File: config.mk
export PLATFORM = sky130hd
export DESIGN_NAME = nmfd_decoder_flat
export DESIGN_NICKNAME = d
export VERILOG_FILES = /design/src/nmfd_pkg.sv /design/src/nmfd_link_if.sv /design/src/nmfd_fifo.sv /design/src/nmfd_decoder.sv /design/src/flat_wrapper.sv
export SDC_FILE = /design/constraint.sdc
export NUM_CORES = 1
export LEC_CHECK = 0
export BUFFER_PORTS_ARGS = -buffer_cell sky130_fd_sc_hd__buf_2
export CORE_MARGIN = 5
export CORE_UTILIZATION = 50
export DETAILED_ROUTE_END_ITERATION = 12
export HOLD_SLACK_MARGIN = 0.12
export PLACE_DENSITY_LB_ADDON = 0.3
export REMOVE_ABC_BUFFERS = 1
export SLEW_MARGIN = 20
export SYNTH_ARGS = -nofsm -noshare
export SYNTH_HDL_FRONTEND = slang
export SYNTH_SLANG_ARGS = --single-unit
export TNS_END_PERCENT = 30
File: constraint.sdc
create_clock -name hclk -period 3 [get_ports hclk]
set_input_delay 0.45 -clock hclk [delete_from_list [all_inputs] [get_ports hclk]]
set_output_delay 0.45 -clock hclk [all_outputs]
set_load 0.01 [all_outputs]
File: src/nmfd_pkg.sv
package nmfd_pkg;
	// ****************************************************************
	// message layout (position p of m1..m276 sits at index MSG_LEN-p)
	// ****************************************************************
	localparam int MSG_LEN = 276;
	localparam int POS_TYPE = 15;
	localparam int W_TYPE = 6;
	localparam logic [5:0] MT_DIFF_A = 6'h22;
	localparam logic [5:0] MT_DIFF_B = 6'h0D;
	localparam logic [5:0] MT_DIFF_C = 6'h0E;
	localparam logic [5:0] MT_OFFSET = 6'h23;
	localparam logic [5:0] MT_TEXT_A = 6'h24;
	localparam logic [5:0] MT_TEXT_B = 6'h0F;
	// time-offset message fields
	localparam int POS_SYS = 155;
	localparam int W_SYS = 3;
	localparam logic [2:0] SYS_NONE = 3'h0;
	localparam logic [2:0] SYS_FOREIGN_A = 3'h1;
	localparam logic [2:0] SYS_FOREIGN_B = 3'h2;
	localparam int POS_CLK = 39;
	localparam int W_CLK = 89;
	localparam int POS_TOW = 158;
	localparam int W_TOW = 16;
	localparam int TOW_SHIFT = 4;
	localparam int W_TOW_S = 20;
	localparam int POS_WEEK = 174;
	localparam int W_WEEK = 13;
	localparam int POS_BIAS = 187;
	localparam int W_BIAS = 16;
	localparam int POS_DRIFT = 203;
	localparam int W_DRIFT = 13;
	localparam int POS_DRATE = 216;
	localparam int W_DRATE = 7;
	localparam int W_COEF = 32;
	localparam int SEC_PER_WEEK = 604800;
	// range accuracy indices
	localparam int POS_REF_IDX = 100;
	localparam int POS_RATE_IDX = 105;
	localparam int W_IDX = 5;
	localparam int W_IDX_EXT = 8;
	localparam logic [4:0] IDX_UNPRED = 5'h10;
	localparam logic [4:0] IDX_BEST = 5'h11;
	// reference accuracy upper bound in cm, by index+16
	localparam logic [20:0] REF_CM_TBL [32] = '{0, 1, 2, 3, 4, 6, 8, 11, 15, 21, 30, 43, 60, 85, 120, 170, 240,
		340, 485, 685, 965, 1365, 2400, 4800, 9600, 19200, 38400, 76800, 153600, 307200, 614400, 614400};
	// rate term in units of 0.005e-6 m/s, by index+16
	localparam logic [20:0] RATE_TBL [32] = '{0, 1, 2, 4, 6, 8, 12, 16, 22, 30, 42, 60, 86, 120, 170, 240, 340,
		480, 680, 970, 1370, 1930, 2730, 4800, 9600, 19200, 38400, 76800, 153600, 307200, 614400, 1228800};
	localparam logic [21:0] CM_TO_ACC_UNITS = 22'h1E8480;
	// text messages
	localparam int POS_TXT_B = 39;
	localparam int W_TXT_B = 236;
	localparam int POS_TXT_A = 128;
	localparam int W_TXT_A = 148;
	localparam logic [4:0] CHARS_B = 5'h1D;
	localparam logic [4:0] CHARS_A = 5'h12;
	localparam int W_CHAR = 8;
	localparam int FIFO_DEPTH = 8;
	// timing
	localparam longint CLK_HZ = 10000000;
	localparam longint OFS_VALID_S = 86400;
	localparam longint OFS_VALID_CYC = OFS_VALID_S * CLK_HZ;
	// ****************************************************************
	// receiver register map (byte offsets), reset word and decoder states
	// ****************************************************************
	localparam logic [7:0] REG_EST_TIME = 8'h00;
	localparam logic [7:0] REG_CUR_WEEK = 8'h04;
	localparam logic [7:0] REG_ELAPSED = 8'h08;
	localparam logic [7:0] REG_STATUS = 8'h0C;
	localparam logic [7:0] REG_CORR_LO = 8'h10;
	localparam logic [7:0] REG_CORR_HI = 8'h14;
	localparam logic [7:0] REG_FTIME_LO = 8'h18;
	localparam logic [7:0] REG_FTIME_HI = 8'h1C;
	localparam logic [7:0] REG_ACC_LO = 8'h20;
	localparam logic [7:0] REG_ACC_HI = 8'h24;
	localparam logic [7:0] REG_TEXT_CHAR = 8'h28;
	localparam logic [7:0] REG_TEXT_INFO = 8'h2C;
	localparam logic [31:0] RST_WORD = 32'h0000_0000;
	typedef enum logic [0:0] {ST_IDLE = 1'b0, ST_TEXT = 1'b1} nmfd_state_t;
endpackage

File: src/nmfd_link_if.sv
`timescale 1ns/10ps
interface nmfd_link_if;
	import nmfd_pkg::*;
	logic ofs_stb;
	logic ofs_valid;
	logic [W_SYS-1:0] sys_sel;
	logic sys_no_data;
	logic sys_reserved;
	logic [W_COEF-1:0] bias;
	logic [W_COEF-1:0] drift;
	logic [W_COEF-1:0] drate;
	logic [W_TOW_S-1:0] tow_sec;
	logic [W_WEEK-1:0] ref_week;
	logic [W_CLK-1:0] clk_corr;
	logic dra_stb;
	logic [W_IDX_EXT-1:0] ref_idx;
	logic [W_IDX_EXT-1:0] rate_idx;
	logic ref_unpred;
	logic rate_unpred;
	logic ref_best;
	logic txt_valid;
	logic [W_CHAR-1:0] txt_char;
	logic txt_ready;
	logic txt_stb;
	logic [4:0] txt_len;
	logic txt_kind;
	modport dev (output ofs_stb, ofs_valid, sys_sel, sys_no_data, sys_reserved, bias, drift, drate, tow_sec,
		ref_week, clk_corr, dra_stb, ref_idx, rate_idx, ref_unpred, rate_unpred, ref_best, txt_valid,
		txt_char, txt_stb, txt_len, txt_kind, input txt_ready);
	modport rcv (input ofs_stb, ofs_valid, sys_sel, sys_no_data, sys_reserved, bias, drift, drate, tow_sec,
		ref_week, clk_corr, dra_stb, ref_idx, rate_idx, ref_unpred, rate_unpred, ref_best, txt_valid,
		txt_char, txt_stb, txt_len, txt_kind, output txt_ready);
endinterface

File: src/nmfd_fifo.sv
`timescale 1ns/10ps
module nmfd_fifo #(
	parameter int WIDTH = 8,
	parameter int DEPTH = 8
) (
	input wire logic hclk,
	input wire logic hresetn,
	input wire logic in_valid,
	output logic in_ready,
	input wire logic [WIDTH-1:0] in_data,
	output logic out_valid,
	input wire logic out_ready,
	output logic [WIDTH-1:0] out_data
);
	localparam int AW = $clog2(DEPTH);
	logic [WIDTH-1:0] mem_r [DEPTH];
	logic [AW-1:0] wr_r;
	logic [AW-1:0] rd_r;
	logic [AW:0] cnt_r;
	logic push;
	logic pop;

	// honest flags from the fill count
	assign in_ready = (cnt_r != (AW+1)'(DEPTH));
	assign out_valid = (cnt_r != '0);
	assign out_data = mem_r[rd_r];
	assign push = in_valid & in_ready;
	assign pop = out_valid & out_ready;

	// storage has no reset; only written entries are ever read
	always_ff @(posedge hclk)
	begin
		if (push)
			mem_r[wr_r] <= in_data;
	end

	// pointers wrap at DEPTH, which need not be a power of two
	always_ff @(posedge hclk or negedge hresetn)
	begin
		if (!hresetn)
		begin
			wr_r <= '0;
			rd_r <= '0;
			cnt_r <= '0;
		end
		else
		begin
			if (push)
				wr_r <= (wr_r == AW'(DEPTH-1)) ? '0 : wr_r + 1'b1;
			if (pop)
				rd_r <= (rd_r == AW'(DEPTH-1)) ? '0 : rd_r + 1'b1;
			if (push && !pop)
				cnt_r <= cnt_r + 1'b1;
			else if (pop && !push)
				cnt_r <= cnt_r - 1'b1;
		end
	end
endmodule

File: src/nmfd_decoder.sv
`timescale 1ns/10ps
module nmfd_decoder #(
	parameter logic [47:0] VALID_CYCLES = nmfd_pkg::OFS_VALID_CYC[47:0],
	parameter int TXT_DEPTH = nmfd_pkg::FIFO_DEPTH
) (
	input wire logic hclk,
	input wire logic hresetn,
	input wire logic msg_valid,
	input wire logic msg_parity_ok,
	input wire logic [nmfd_pkg::MSG_LEN-1:0] msg_bits,
	output logic msg_ready,
	nmfd_link_if.dev lnk
);
	import nmfd_pkg::*;

	// ****************************************************************
	// message acceptance and field slicing
	// ****************************************************************
	nmfd_state_t state_r;
	logic take;
	logic [W_TYPE-1:0] mtype;
	logic [W_IDX-1:0] ref_f;
	logic [W_IDX-1:0] rate_f;
	logic [W_BIAS-1:0] bias_f;
	logic [W_DRIFT-1:0] drift_f;
	logic [W_DRATE-1:0] drate_f;
	logic [W_SYS-1:0] sys_f;
	logic [47:0] vcnt_r;
	logic [W_TXT_B-1:0] txt_r;
	logic [4:0] left_r;
	logic push;
	logic push_rdy;

	// a message counts only once parity has been accepted upstream
	assign take = msg_valid & msg_ready & msg_parity_ok;
	assign mtype = msg_bits[MSG_LEN-POS_TYPE -: W_TYPE];
	assign sys_f = msg_bits[MSG_LEN-POS_SYS -: W_SYS];
	assign bias_f = msg_bits[MSG_LEN-POS_BIAS -: W_BIAS];
	assign drift_f = msg_bits[MSG_LEN-POS_DRIFT -: W_DRIFT];
	assign drate_f = msg_bits[MSG_LEN-POS_DRATE -: W_DRATE];
	assign ref_f = msg_bits[MSG_LEN-POS_REF_IDX -: W_IDX];
	assign rate_f = msg_bits[MSG_LEN-POS_RATE_IDX -: W_IDX];

	// ****************************************************************
	// time-offset parameter set
	// ****************************************************************
	// coefficients widen by copying the sign bit, never zero fill
	always_ff @(posedge hclk or negedge hresetn)
	begin
		if (!hresetn)
		begin
			lnk.sys_sel <= SYS_NONE;
			lnk.sys_no_data <= 1'b1;
			lnk.sys_reserved <= 1'b0;
			lnk.bias <= '0;
			lnk.drift <= '0;
			lnk.drate <= '0;
			lnk.tow_sec <= '0;
			lnk.ref_week <= '0;
			lnk.clk_corr <= '0;
		end
		else if (take && mtype == MT_OFFSET)
		begin
			lnk.sys_sel <= sys_f;
			lnk.sys_no_data <= (sys_f == SYS_NONE);
			lnk.sys_reserved <= (sys_f != SYS_NONE) && (sys_f != SYS_FOREIGN_A) && (sys_f != SYS_FOREIGN_B);
			lnk.bias <= {{(W_COEF-W_BIAS){bias_f[W_BIAS-1]}}, bias_f};
			lnk.drift <= {{(W_COEF-W_DRIFT){drift_f[W_DRIFT-1]}}, drift_f};
			lnk.drate <= {{(W_COEF-W_DRATE){drate_f[W_DRATE-1]}}, drate_f};
			lnk.tow_sec <= {msg_bits[MSG_LEN-POS_TOW -: W_TOW], {TOW_SHIFT{1'b0}}};
			lnk.ref_week <= msg_bits[MSG_LEN-POS_WEEK -: W_WEEK];
			lnk.clk_corr <= msg_bits[MSG_LEN-POS_CLK -: W_CLK];
		end
	end

	// one-cycle strobe per accepted offset message
	always_ff @(posedge hclk or negedge hresetn)
	begin
		if (!hresetn)
			lnk.ofs_stb <= 1'b0;
		else
			lnk.ofs_stb <= take && (mtype == MT_OFFSET);
	end

	// validity window restarts with every fresh set; a "no data" set is never valid
	always_ff @(posedge hclk or negedge hresetn)
	begin
		if (!hresetn)
		begin
			vcnt_r <= '0;
			lnk.ofs_valid <= 1'b0;
		end
		else if (take && mtype == MT_OFFSET)
		begin
			vcnt_r <= (sys_f == SYS_NONE) ? '0 : VALID_CYCLES;
			lnk.ofs_valid <= (sys_f != SYS_NONE);
		end
		else if (vcnt_r != '0)
		begin
			vcnt_r <= vcnt_r - 1'b1;
			lnk.ofs_valid <= (vcnt_r != 48'h0000_0000_0001);
		end
	end

	// ****************************************************************
	// differential range accuracy indices
	// ****************************************************************
	// -16 carries no prediction, -15 is the best class
	always_ff @(posedge hclk or negedge hresetn)
	begin
		if (!hresetn)
		begin
			lnk.ref_idx <= {3'h7, IDX_UNPRED};
			lnk.rate_idx <= {3'h7, IDX_UNPRED};
			lnk.ref_unpred <= 1'b1;
			lnk.rate_unpred <= 1'b1;
			lnk.ref_best <= 1'b0;
		end
		else if (take && (mtype == MT_DIFF_A || mtype == MT_DIFF_B || mtype == MT_DIFF_C))
		begin
			lnk.ref_idx <= {{(W_IDX_EXT-W_IDX){ref_f[W_IDX-1]}}, ref_f};
			lnk.rate_idx <= {{(W_IDX_EXT-W_IDX){rate_f[W_IDX-1]}}, rate_f};
			lnk.ref_unpred <= (ref_f == IDX_UNPRED);
			lnk.rate_unpred <= (rate_f == IDX_UNPRED);
			lnk.ref_best <= (ref_f == IDX_BEST);
		end
	end

	always_ff @(posedge hclk or negedge hresetn)
	begin
		if (!hresetn)
			lnk.dra_stb <= 1'b0;
		else
			lnk.dra_stb <= take && (mtype == MT_DIFF_A || mtype == MT_DIFF_B || mtype == MT_DIFF_C);
	end

	// ****************************************************************
	// text extraction
	// ****************************************************************
	// new messages wait while a text is still draining into the buffer
	assign push = (state_r == ST_TEXT);

	// characters leave MSB-first from the documented spans only
	always_ff @(posedge hclk or negedge hresetn)
	begin
		if (!hresetn)
		begin
			state_r <= ST_IDLE;
			txt_r <= '0;
			left_r <= '0;
			lnk.txt_len <= '0;
			lnk.txt_kind <= 1'b0;
		end
		else
		begin
			unique case (state_r)
				ST_IDLE:
				begin
					if (take && mtype == MT_TEXT_B)
					begin
						txt_r <= msg_bits[MSG_LEN-POS_TXT_B -: W_TXT_B];
						left_r <= CHARS_B;
						lnk.txt_len <= CHARS_B;
						lnk.txt_kind <= 1'b0;
						state_r <= ST_TEXT;
					end
					else if (take && mtype == MT_TEXT_A)
					begin
						txt_r <= {msg_bits[MSG_LEN-POS_TXT_A -: W_TXT_A], {(W_TXT_B-W_TXT_A){1'b0}}};
						left_r <= CHARS_A;
						lnk.txt_len <= CHARS_A;
						lnk.txt_kind <= 1'b1;
						state_r <= ST_TEXT;
					end
				end
				ST_TEXT:
				begin
					if (push_rdy)
					begin
						txt_r <= {txt_r[W_TXT_B-W_CHAR-1:0], {W_CHAR{1'b0}}};
						left_r <= left_r - 1'b1;
						if (left_r == 5'h01)
							state_r <= ST_IDLE;
					end
				end
			endcase
		end
	end

	// end-of-text strobe and the ready seen by the message source
	always_ff @(posedge hclk or negedge hresetn)
	begin
		if (!hresetn)
		begin
			lnk.txt_stb <= 1'b0;
			msg_ready <= 1'b1;
		end
		else
		begin
			lnk.txt_stb <= push && push_rdy && (left_r == 5'h01);
			msg_ready <= (state_r == ST_IDLE) ? !(take && (mtype == MT_TEXT_A || mtype == MT_TEXT_B)) :
				(push_rdy && left_r == 5'h01);
		end
	end

	// the buffer absorbs receiver stalls; when full, extraction pauses
	nmfd_fifo #(
		.WIDTH(W_CHAR),
		.DEPTH(TXT_DEPTH)
	) u_txt_fifo (
		.hclk(hclk),
		.hresetn(hresetn),
		.in_valid(push),
		.in_ready(push_rdy),
		.in_data(txt_r[W_TXT_B-1 -: W_CHAR]),
		.out_valid(lnk.txt_valid),
		.out_ready(lnk.txt_ready),
		.out_data(lnk.txt_char)
	);
endmodule

File: src/flat_wrapper.sv
// flat-port wrapper written by rule: the top's interface ports become plain ports
module nmfd_decoder_flat import nmfd_pkg::*;
#(
	parameter logic [47:0] VALID_CYCLES = nmfd_pkg::OFS_VALID_CYC[47:0],
	parameter int TXT_DEPTH = nmfd_pkg::FIFO_DEPTH
)
  (hclk, hresetn, msg_valid, msg_parity_ok, msg_bits, msg_ready, lnk_ofs_stb, lnk_ofs_valid, lnk_sys_sel, lnk_sys_no_data, lnk_sys_reserved, lnk_bias, lnk_drift, lnk_drate, lnk_tow_sec, lnk_ref_week, lnk_clk_corr, lnk_dra_stb, lnk_ref_idx, lnk_rate_idx, lnk_ref_unpred, lnk_rate_unpred, lnk_ref_best, lnk_txt_valid, lnk_txt_char, lnk_txt_stb, lnk_txt_len, lnk_txt_kind, lnk_txt_ready);
  nmfd_link_if lnk_i ();
  input wire logic hclk;
  input wire logic hresetn;
  input wire logic msg_valid;
  input wire logic msg_parity_ok;
  input wire logic [nmfd_pkg::MSG_LEN-1:0] msg_bits;
  output logic msg_ready;
  output wire logic [$bits(lnk_i.ofs_stb)-1:0] lnk_ofs_stb;
  output wire logic [$bits(lnk_i.ofs_valid)-1:0] lnk_ofs_valid;
  output wire logic [$bits(lnk_i.sys_sel)-1:0] lnk_sys_sel;
  output wire logic [$bits(lnk_i.sys_no_data)-1:0] lnk_sys_no_data;
  output wire logic [$bits(lnk_i.sys_reserved)-1:0] lnk_sys_reserved;
  output wire logic [$bits(lnk_i.bias)-1:0] lnk_bias;
  output wire logic [$bits(lnk_i.drift)-1:0] lnk_drift;
  output wire logic [$bits(lnk_i.drate)-1:0] lnk_drate;
  output wire logic [$bits(lnk_i.tow_sec)-1:0] lnk_tow_sec;
  output wire logic [$bits(lnk_i.ref_week)-1:0] lnk_ref_week;
  output wire logic [$bits(lnk_i.clk_corr)-1:0] lnk_clk_corr;
  output wire logic [$bits(lnk_i.dra_stb)-1:0] lnk_dra_stb;
  output wire logic [$bits(lnk_i.ref_idx)-1:0] lnk_ref_idx;
  output wire logic [$bits(lnk_i.rate_idx)-1:0] lnk_rate_idx;
  output wire logic [$bits(lnk_i.ref_unpred)-1:0] lnk_ref_unpred;
  output wire logic [$bits(lnk_i.rate_unpred)-1:0] lnk_rate_unpred;
  output wire logic [$bits(lnk_i.ref_best)-1:0] lnk_ref_best;
  output wire logic [$bits(lnk_i.txt_valid)-1:0] lnk_txt_valid;
  output wire logic [$bits(lnk_i.txt_char)-1:0] lnk_txt_char;
  output wire logic [$bits(lnk_i.txt_stb)-1:0] lnk_txt_stb;
  output wire logic [$bits(lnk_i.txt_len)-1:0] lnk_txt_len;
  output wire logic [$bits(lnk_i.txt_kind)-1:0] lnk_txt_kind;
  input wire logic [$bits(lnk_i.txt_ready)-1:0] lnk_txt_ready;
  assign lnk_ofs_stb = lnk_i.ofs_stb;
  assign lnk_ofs_valid = lnk_i.ofs_valid;
  assign lnk_sys_sel = lnk_i.sys_sel;
  assign lnk_sys_no_data = lnk_i.sys_no_data;
  assign lnk_sys_reserved = lnk_i.sys_reserved;
  assign lnk_bias = lnk_i.bias;
  assign lnk_drift = lnk_i.drift;
  assign lnk_drate = lnk_i.drate;
  assign lnk_tow_sec = lnk_i.tow_sec;
  assign lnk_ref_week = lnk_i.ref_week;
  assign lnk_clk_corr = lnk_i.clk_corr;
  assign lnk_dra_stb = lnk_i.dra_stb;
  assign lnk_ref_idx = lnk_i.ref_idx;
  assign lnk_rate_idx = lnk_i.rate_idx;
  assign lnk_ref_unpred = lnk_i.ref_unpred;
  assign lnk_rate_unpred = lnk_i.rate_unpred;
  assign lnk_ref_best = lnk_i.ref_best;
  assign lnk_txt_valid = lnk_i.txt_valid;
  assign lnk_txt_char = lnk_i.txt_char;
  assign lnk_txt_stb = lnk_i.txt_stb;
  assign lnk_txt_len = lnk_i.txt_len;
  assign lnk_txt_kind = lnk_i.txt_kind;
  assign lnk_i.txt_ready = lnk_txt_ready;
  nmfd_decoder #(.VALID_CYCLES(VALID_CYCLES), .TXT_DEPTH(TXT_DEPTH)) u_core (.hclk(hclk), .hresetn(hresetn), .msg_valid(msg_valid), .msg_parity_ok(msg_parity_ok), .msg_bits(msg_bits), .msg_ready(msg_ready), .lnk(lnk_i));
endmodule
==> results.md, run 1 <==
GRT:
- The number of global-route vias before repair was 21.65k.
- The largest net degree at the start of global routing is 211.
- The total congestion overflow is 0.
- Global routing used a little over a quarter of the available tracks.
- The number of antenna violations at the first check in global routing is 16.
- The wire length of the first global-routing pass is about 120000 µm.

Power and ir drop:
- The largest vdd supply drop is about 0.44 mV.
- Dividing total power by cell area gives a power density of around 700 mW/mm².
- In this run the static leakage power is about 15 nW.
- The overall power is approximately 0.022 W.

Yosys:
- The fraction of synthesis flops using an asynchronous set or reset pin is 88.24%.
- After synthesis the cells add up to approximately 0.025 mm².
- Summed over its instances, the top area cell type makes up between 40% and 50% of the synthesized netlist area.
- Of all cell types, the one taking the most synthesized area is dfrtp_1.
- For this run, the number of Yosys warnings is 0.
- The synthesized flop and latch total is ~540.
- The synthesized design contains 64 enable-type register cells.
- Yosys attributes the largest share of cell area to dfrtp_1, nand2_1, edfxtp_1.
- By instance count, the leading cell after synthesis is nand2_1.
- The number of instances in the synthesized netlist is 2783.
- The count of different cell masters after synthesis is between 60 and 70.
- The commonest cells after synthesis are nand2_1, dfrtp_1, a21oi_1, o21ai_0, clkbuf_1.
- The per-instance average area after synthesis is 8.996 µm².
- The fraction of the yosys area taken by sequential cells is roughly 56%.
- In the synthesized netlist the dominant register cell turns out to be dfrtp_1.

Timing:
- The final setup violation count is 0.
- At the pin with the least slew margin, the transition time is approximately 1.0 ns.
- The count of final max-slew check failures is 0.
- The final critical-path share of the clock period is 92.41%.
- The final setup TNS is 0 ns.
- The setup skew after layout is around 0.013 ns.
- The worst hold slack across all endpoints is ~0.15 ns.
- For this run, the top clock speed supported by timing is ~0.36 GHz.
- Setup repair after global routing left no endpoint under its margin.
- The number of hold violations in the final report came to 0.
- The worst-case headroom to the max-slew limit is a little under a third.
- The clock period could shrink to approximately 2.8 ns.

Clock network:
- The maximum level of the CTS H-tree is 2.
- The clock latency of the later-clocked register in the worst-skew pair is ~0.60 ns.
- After clock tree synthesis, the setup repair step added 0 buffers.
- The total clock buffers created by CTS is 56.
- Clock-pin slew was measured on the worst setup and hold paths at around 0.06 ns.
- The clock net in this run drives a total of ~540 sinks.
- In this run the deepest clock path goes through 3 buffers.
- The clock tree from TritonCTS is built.
- Clock tree synthesis selected as its root buffer the cell clkbuf_16.

Floorplanning:
- Once the floorplan was initialized, standard cells occupied between 50 and 60% of the core.
- The area of the core is roughly 0.05 mm².
- The die covers between 0.05 and 0.06 mm².
- The row count is 82.
- The floorplan step set the die width to approximately 230 µm.
- The vertical die dimension is about 230 µm.
- 543 I/O pins were placed.

Place:
- The wire-length estimate of the detail-placed layout is around 47000 µm.
- In this run the tool buffered the top-level ports with between 500 and 600 buffer cells.
- Routability-driven placement finished with a final weighted congestion of 0.8530.
- Counting tap cells, the placed design contains a total of 3762 instances.

Drt:
- In the final routed layout, each cell accounts on average for 18.12 µm.
- The number of design rule violations left after detail routing is 0.
- The first detailed-routing pass ran for 6 iterations.
- The final route contains 21.88k vias.
- The count of routing violations after the opening detailed-route iteration is about 1.7k.
- The antenna violation net count after detailed routing is 0.
- The mean number of vias per cell is about 5.4.
- The sum of routed wire length over all layers is between 70000 and 80000 µm.

Final layout:
- The layout net count is 3594.
- The finished layout holds slightly above 4k standard cells, fillers aside.
- The share of layout cells above drive strength 1 is between 20% and 30%.
- The area added between synthesis and finish is 25.46%.

Worst setup path:
- The required time of the worst setup path is 2.55 ns.
- The worst setup path is captured at a primary output.
- STA classifies the critical path startpoint as a register.
- In this run the worst path has a maximum fanout of 18.
- The critical path class is register to primary output.
- The worst endpoint data arrival time is about 2.3 ns.

Flow run:
- The tool flagged a number of max-cap violations equal to 0.

Min path:
- The path class of the tightest hold or removal check is input pin to register.

Status:
- The flow ran to the end, and the final reports show no timing, DRC or antenna violations.
## metal layers
layer / track usage (%) / up-vias / share of wire [%]
met1: 34.19 / 10600 / 40
li1: - / 10320 / -
met5: 0 / - / 0.10
met2: 43.26 / 776 / 49
met3: 4.843 / 172 / 6.4
met4: 10.22 / 12 / 3.8
## logic make-up (layout without fill, tap and decap cells)
| group | after synthesis | count (layout) | synth area share (%) |
|---|---|---|---|
| multiplexers | 38 | 38 | 2.424 |
| AO/OA/AOI/OAI | 689 | 689 | 15.14 |
| flip-flops | 544 | 544 | 55.68 |
| adder cells (fa/ha/maj) | 13 | 13 | 0.6797 |
| other | 1 | 16 | 0.01498 |
| AND/OR/NAND/NOR | 1173 | 1173 | 19.02 |
| XOR/XNOR | 43 | 43 | 1.504 |
| buffers and inverters | 282 | 841 | 5.532 |
## state kept, by name, indices dropped and copies added (netlist names), 4 cells and up
signal / cells
u_core.txt_r: 236
u_core.lnk.clk_corr: 89
u_core.u_txt_fifo.mem_r: 64
u_core.vcnt_r: 48
u_core.lnk.bias: 16
u_core.lnk.tow_sec: 16
u_core.lnk.drift: 13
u_core.lnk.ref_week: 13
u_core.lnk.drate: 7
u_core.left_r: 5
u_core.lnk.rate_idx: 5
u_core.lnk.ref_idx: 5
u_core.u_txt_fifo.cnt_r: 4
## worst max-delay path, cell delays in order (launching register included)
cell	delay, ns
dfrtp_1	0.85
mux4_2	0.43
mux2_2	0.29
buf_2	0.15
## layout by cell type (no fill, tap or decap), drive strengths merged, types with 3 or more instances in the layout
| cell type | Yosys | layout |
|---|---|---|
| xnor2 | 35 | 35 |
| dlygate4sd3 | 0 | 152 |
| nand2 | 1019 | 1019 |
| nor3 | 18 | 18 |
| o21ai | 251 | 251 |
| or2 | 3 | 3 |
| nor3b | 3 | 3 |
| inv | 15 | 15 |
| nand4b | 4 | 4 |
| xor2 | 8 | 8 |
| nor4b | 4 | 4 |
| diode | 0 | 12 |
| a2111oi | 5 | 5 |
| mux2 | 21 | 21 |
| nor2b | 4 | 4 |
| clkinv | 0 | 9 |
| nand2b | 3 | 3 |
| mux4 | 16 | 16 |
| dfrtp | 474 | 474 |
| buf | 120 | 571 |
| or4 | 12 | 12 |
| a211oi | 6 | 6 |
| a22o | 8 | 8 |
| a22oi | 80 | 80 |
| nand3 | 11 | 11 |
| ha | 12 | 12 |
| bufinv | 0 | 4 |
| or3 | 10 | 10 |
| a21o | 5 | 5 |
| nand3b | 4 | 4 |
| and2 | 3 | 3 |
| nor2 | 51 | 51 |
| clkbuf | 147 | 89 |
| nor4 | 11 | 11 |
| dfstp | 6 | 6 |
| a21oi | 318 | 318 |
| nand4 | 7 | 7 |
| edfxtp | 64 | 64 |
| conb | 1 | 4 |
## what timing repair did
action,in CTS,in global routing
setup endpoints to repair,0,0
hold buffers,152,0
resized for setup,0,0
hold endpoints to repair,202,0
## power breakdown
group | internal (W) | switching [W] | total (W)
combinational | 0.00218 | 0.00293 | 0.00511
clock | 0.00424 | 0.00290 | 0.00713
sequential | 0.00904 | 0.00112 | 0.0102
total | 0.0155 | 0.00695 | 0.0224
## path summary, 6_finish.rpt
check,from,to,slack [ns],cells past startpoint
worst max-delay path,u_core.u_txt_fifo.rd_r[1],lnk_txt_char[2],0.23,3
min in group asynchronous,hresetn,u_core.txt_r[192],0.40,2
worst min-delay path,msg_bits[121],u_core.lnk.sys_sel[2],0.15,3
worst min register to register,u_core.lnk.drate[2],u_core.lnk.drate[2],0.47,2
max in group asynchronous,hresetn,u_core.lnk.rate_unpred,1.69,3
worst max register to register,u_core.vcnt_r[44],u_core.vcnt_r[22],0.28,6
## per-stage QoR
step                utilization, %  worst slack [ns]  area (µm²)
finish                       62.99            0.2276       31410
global route                 62.97            0.1066       31400
CTS                          62.93            0.1755       31380
detailed placement           56.10            0.2722       27970
global placement             56.10            0.3311       27970
floorplan                        -            -31.40       23720
## layout make-up
type	instances	area, µm²
inverters	15	61.31
well taps	672	840.8
clock buffers	89	1714
repair buffers	723	4892
diodes	12	30.03
fillers	4066	18450
multi-input cells	1960	9754
flip-flops and latches	544	13940
clock inverters	14	172.7
(Power assumes the default switching activity.)
==> inputs of run 2 (changes only) <==
- CORE_UTILIZATION: 50 -> 30
==> run 2 against run 1 <==
Net effect:
- hold slack better by 0.014 ns
- sequential share of layout area shrank 1.4 points
- sequential cell count stayed put
- die area grew 63%
- clock-buffer cell count grew 3
- via count decreased by 3.7%
- maximum frequency decreased by 1.2%
- largest power group unchanged
==> results.md, run 2 (synthesized netlist as in run 1, its figures left out) <==
Worst setup path:
- The number of cells traversed by the worst register-to-register path is 6 (unchanged).
- The peak per-stage delay on the critical path came to 0.58 ns (was 0.85 ns).
- The startpoint class of the critical path is a register (unchanged).
- The cell family contributing the most delay on the critical path is simple AND/OR/NAND/NOR gates (was flip-flops).
- The standard cell with the maximum stage delay on the critical path is or4_4 (was dfrtp_1).
- Counting stages on the worst path, the most repeated cell is or4_4.
- The worst endpoint data arrival time was 3.22 ns (was 2.32 ns).
- The endpoint class of the critical path is a register (was primary output).
- The critical path class is register to register (was register to primary output).
- The number of buffer and inverter stages on the critical path is 1 (unchanged).
- The top fanout value on the critical path is 5 (was 18).
- The required time of the worst setup path is 3.41 ns (was 2.55 ns).
- The total number of cells along the worst setup path is 6 (was 3).
- Crit-path cells: or4_4, or4b_4, or4_4, o21ai_2, buf_4, o21ai_0 (was mux4_2, mux2_2, buf_2).

Floorplanning:
- The I/O pin count is 543 (unchanged).
- The die outline width is 298.9 µm (was 233.8 µm).
- The initial core utilization came to 30.11% (was 50.21%).
- The vertical die dimension is 298.9 µm (was 233.8 µm).
- The area of the core came to 0.08316 mm² (was 0.04986 mm²).
- The row count is 106 (was 82).
- The area of the die is 0.08933 mm² (was 0.05465 mm²).

Power and ir drop:
- The internal portion of total power is 0.01626 W (was 0.01545 W).
- The power share of the clock group came to 35.4% (was 31.8%).
- The switching portion of total power is 31.13% (was 31.02%).
- The combinational cell fraction of total power is 21.6% (was 22.8%).
- The static power due to leakage is 15.42 nW (was 15.18 nW).
- The part of the total power dissipated in sequential elements is 43.0% (was 45.3%).
- The switching power is 0.007349 W (was 0.006949 W).
- The largest vdd supply drop came to 0.3810 mV (was 0.4360 mV).
- The power per cell area was 728.2 mW/mm² (was 713.2 mW/mm²).

Min path:
- The worst hold-check path type was input pin to register (unchanged).
- The worst hold path stage count is 3 (unchanged).

Place:
- The number of buffers inserted by port buffering came to 505 (unchanged).
- The final estimated routing congestion in global placement was 0.7741 (was 0.8530).
- The post-place instance area came to 0.02851 mm² (was 0.02797 mm²).
- The estimated wirelength of the detail-placed design is 52730 µm (was 47250 µm).

Clock network:
- The clock latency of the later-clocked register in the worst-skew pair is 0.60 ns (about the same).
- The number of setup buffers added after CTS is 0 (unchanged).
- The maximum level of the CTS H-tree is 3 (was 2).
- The clock tree from TritonCTS is built (unchanged).
- The number of instances resized during post-cts repair is 0 (unchanged).
- The clock slew at the register clock pins of the worst setup and hold paths is 0.06 ns (about the same).
- The number of buffers between clock root and the deepest sink is 3 (unchanged).
- The buffer type at the clock tree root is clkbuf_16 (unchanged).
- The total number of clock tree sinks is 544 (unchanged).
- The total clock buffers created by CTS is 66 (was 56).

Timing:
- The final setup violation count is 0 (unchanged).
- RSZ-0062 raised after global routing: false (unchanged).
- The slew of the pin with the lowest slew margin is 0.9074 ns (was 1.041 ns).
- The maximum frequency from static timing analysis is 0.3565 GHz (was 0.3607 GHz).
- The final critical-path required period is 2.805 ns (was 2.772 ns).
- The setup skew after layout is 0.03115 ns (was 0.01332 ns).
- The worst-case headroom to the max-slew limit is 39.28% (was 30.61%).
- The count of final max-slew check failures came to 0 (unchanged).
- The final critical-path share of the clock period was 93.49% (was 92.41%).
- The number of hold violations in the final report is 0 (unchanged).

Drt:
- The antenna violation net count after detailed routing is 0 (unchanged).
- The number of design rule violations left after detail routing was 0 (unchanged).
- The detailed-route wire length per cell is 17.49 µm (was 18.12 µm).
- The count of routing violations after the opening detailed-route iteration is 1174 (was 1708).
- The first-pass iteration count of the detailed router is 5 (was 6).
- The via total after detailed routing is 21.06k (was 21.88k).
- The sum of routed wire length over all layers is 78150 µm (was 72990 µm).
- The mean number of vias per cell is 4.713 (was 5.431).

Final layout:
- The area added between synthesis and finish is 29.51% (was 25.46%).
- Largest regs: u_core.txt_r x236, u_core.lnk.clk_corr x89, u_core.u_txt_fifo.mem_r x64 (unchanged).
- Most frequent cells in the layout: nand2_1, buf_2, dfrtp_1, a21oi_1, o21ai_0 (unchanged).
- The number of flip-flops under the largest register name was 236 (unchanged).
- The register with the highest flop count is u_core.txt_r (unchanged).
- The final cell area excluding filler cells is 0.03242 mm² (was 0.03141 mm²).
- The layout net count is 3627 (was 3594).
- The share of the core filled with cells in the final layout is 38.99% (was 62.99%).
- The share of layout cells above drive strength 1 was 22.38% (was 21.82%).
- The leading cell type in the layout, fill and taps excluded is nand2_1 (unchanged).

GRT:
- The number of antenna violations at the first check in global routing is 18 (was 16).
- The number of global-route vias before repair is 21.42k (was 21.65k).
- The largest net degree at the start of global routing was 131 (was 211).
- The met3 track utilization from global routing is 3.807% (was 4.843%).
- The wire length of the first global-routing pass is 123400 µm (was 115200 µm).
- The total congestion overflow is 0 (unchanged).
- The met1 global-route usage is 23.29% (was 34.19%).
- The overall routing resource usage was 17.17% (was 26.04%).
- The busiest layer in global routing is met2 (unchanged).
- The global routing usage on met2 is 28.02% (was 43.26%).

Status:
- Result of the run: finished clean (unchanged).

Flow run:
- The max-capacitance violation count is 0 (unchanged).
[run 2: worst reg2reg max path: stages (launching register included)]
cell     delay (ns)
dfrtp_1        0.39
or4_4          0.56
or4b_4         0.53
or4_4          0.58
o21ai_2        0.28
buf_4          0.18
o21ai_0        0.10
[run 2: layout make-up]
type	instances	area, µm²
tap	1080	1351
clock buffer	92	1903
multi-input combinational	1960	9759
inverter	15	63.81
timing repair buffer	746	5015
antenna	7	17.52
sequential	544	13940
fill	8306	50730
clock inverter	25	367.9
[run 2: stage by stage]
step / TNS, ns / std cells / total power [W] / worst slack (ns) / hold slack, ns
final: 0 / 4469 / 0.02361 / 0.1952 / 0.1614
after global routing: 0 / 4468 / 0.02509 / 0.08418 / 0.1381
after CTS: 0 / 4462 / 0.02396 / 0.1414 / 0.1204
after detailed placement: 0 / 4183 / 0.01528 / 0.2165 / 0.4569
after global placement: 0 / 4183 / 0.01517 / 0.2371 / 0.4544
after floorplan: -9230.94 / 2519 / 0.01322 / -31.40 / 0.1544
[run 2: power groups by stage]
stage | Combinational [W] | Sequential, W | Clock [W]
after CTS | 0.00519 | 0.0102 | 0.00861
after floorplan | 0.00272 | 0.0105 | 0
after global placement | 0.00493 | 0.0102 | 0
after global routing | 0.00583 | 0.0104 | 0.00889
final | 0.00510 | 0.0102 | 0.00836
after detailed placement | 0.00501 | 0.0103 | 0
[run 2: routing by layer]
layer / routed length [µm] / part of all wire, %
met2: 36530 / 47
met4: 1841 / 2.4
met5: 97 / 0.12
met1: 35420 / 45
met3: 4259 / 5.5
[run 2: final timing paths]
path / from / endpoint / slack (ns)
setup / recovery: u_core.vcnt_r[45] / u_core.vcnt_r[32] / 0.20
hold / removal: msg_bits[152] / u_core.lnk.clk_corr[3] / 0.16
setup reg to reg: u_core.vcnt_r[45] / u_core.vcnt_r[32] / 0.20
hold reg to reg: u_core.lnk.sys_sel[1] / u_core.lnk.sys_sel[1] / 0.47
max in group asynchronous: hresetn / u_core.lnk.clk_corr[63] / 1.57
min in group asynchronous: hresetn / u_core.lnk.bias[4] / 0.46
[run 2: repair_timing]
| action | 4_1_cts | 5_1_grt |
|---|---|---|
| setup endpoints to repair | 0 | 0 |
| hold endpoints to repair | 214 | 0 |
| hold buffers | 162 | 0 |
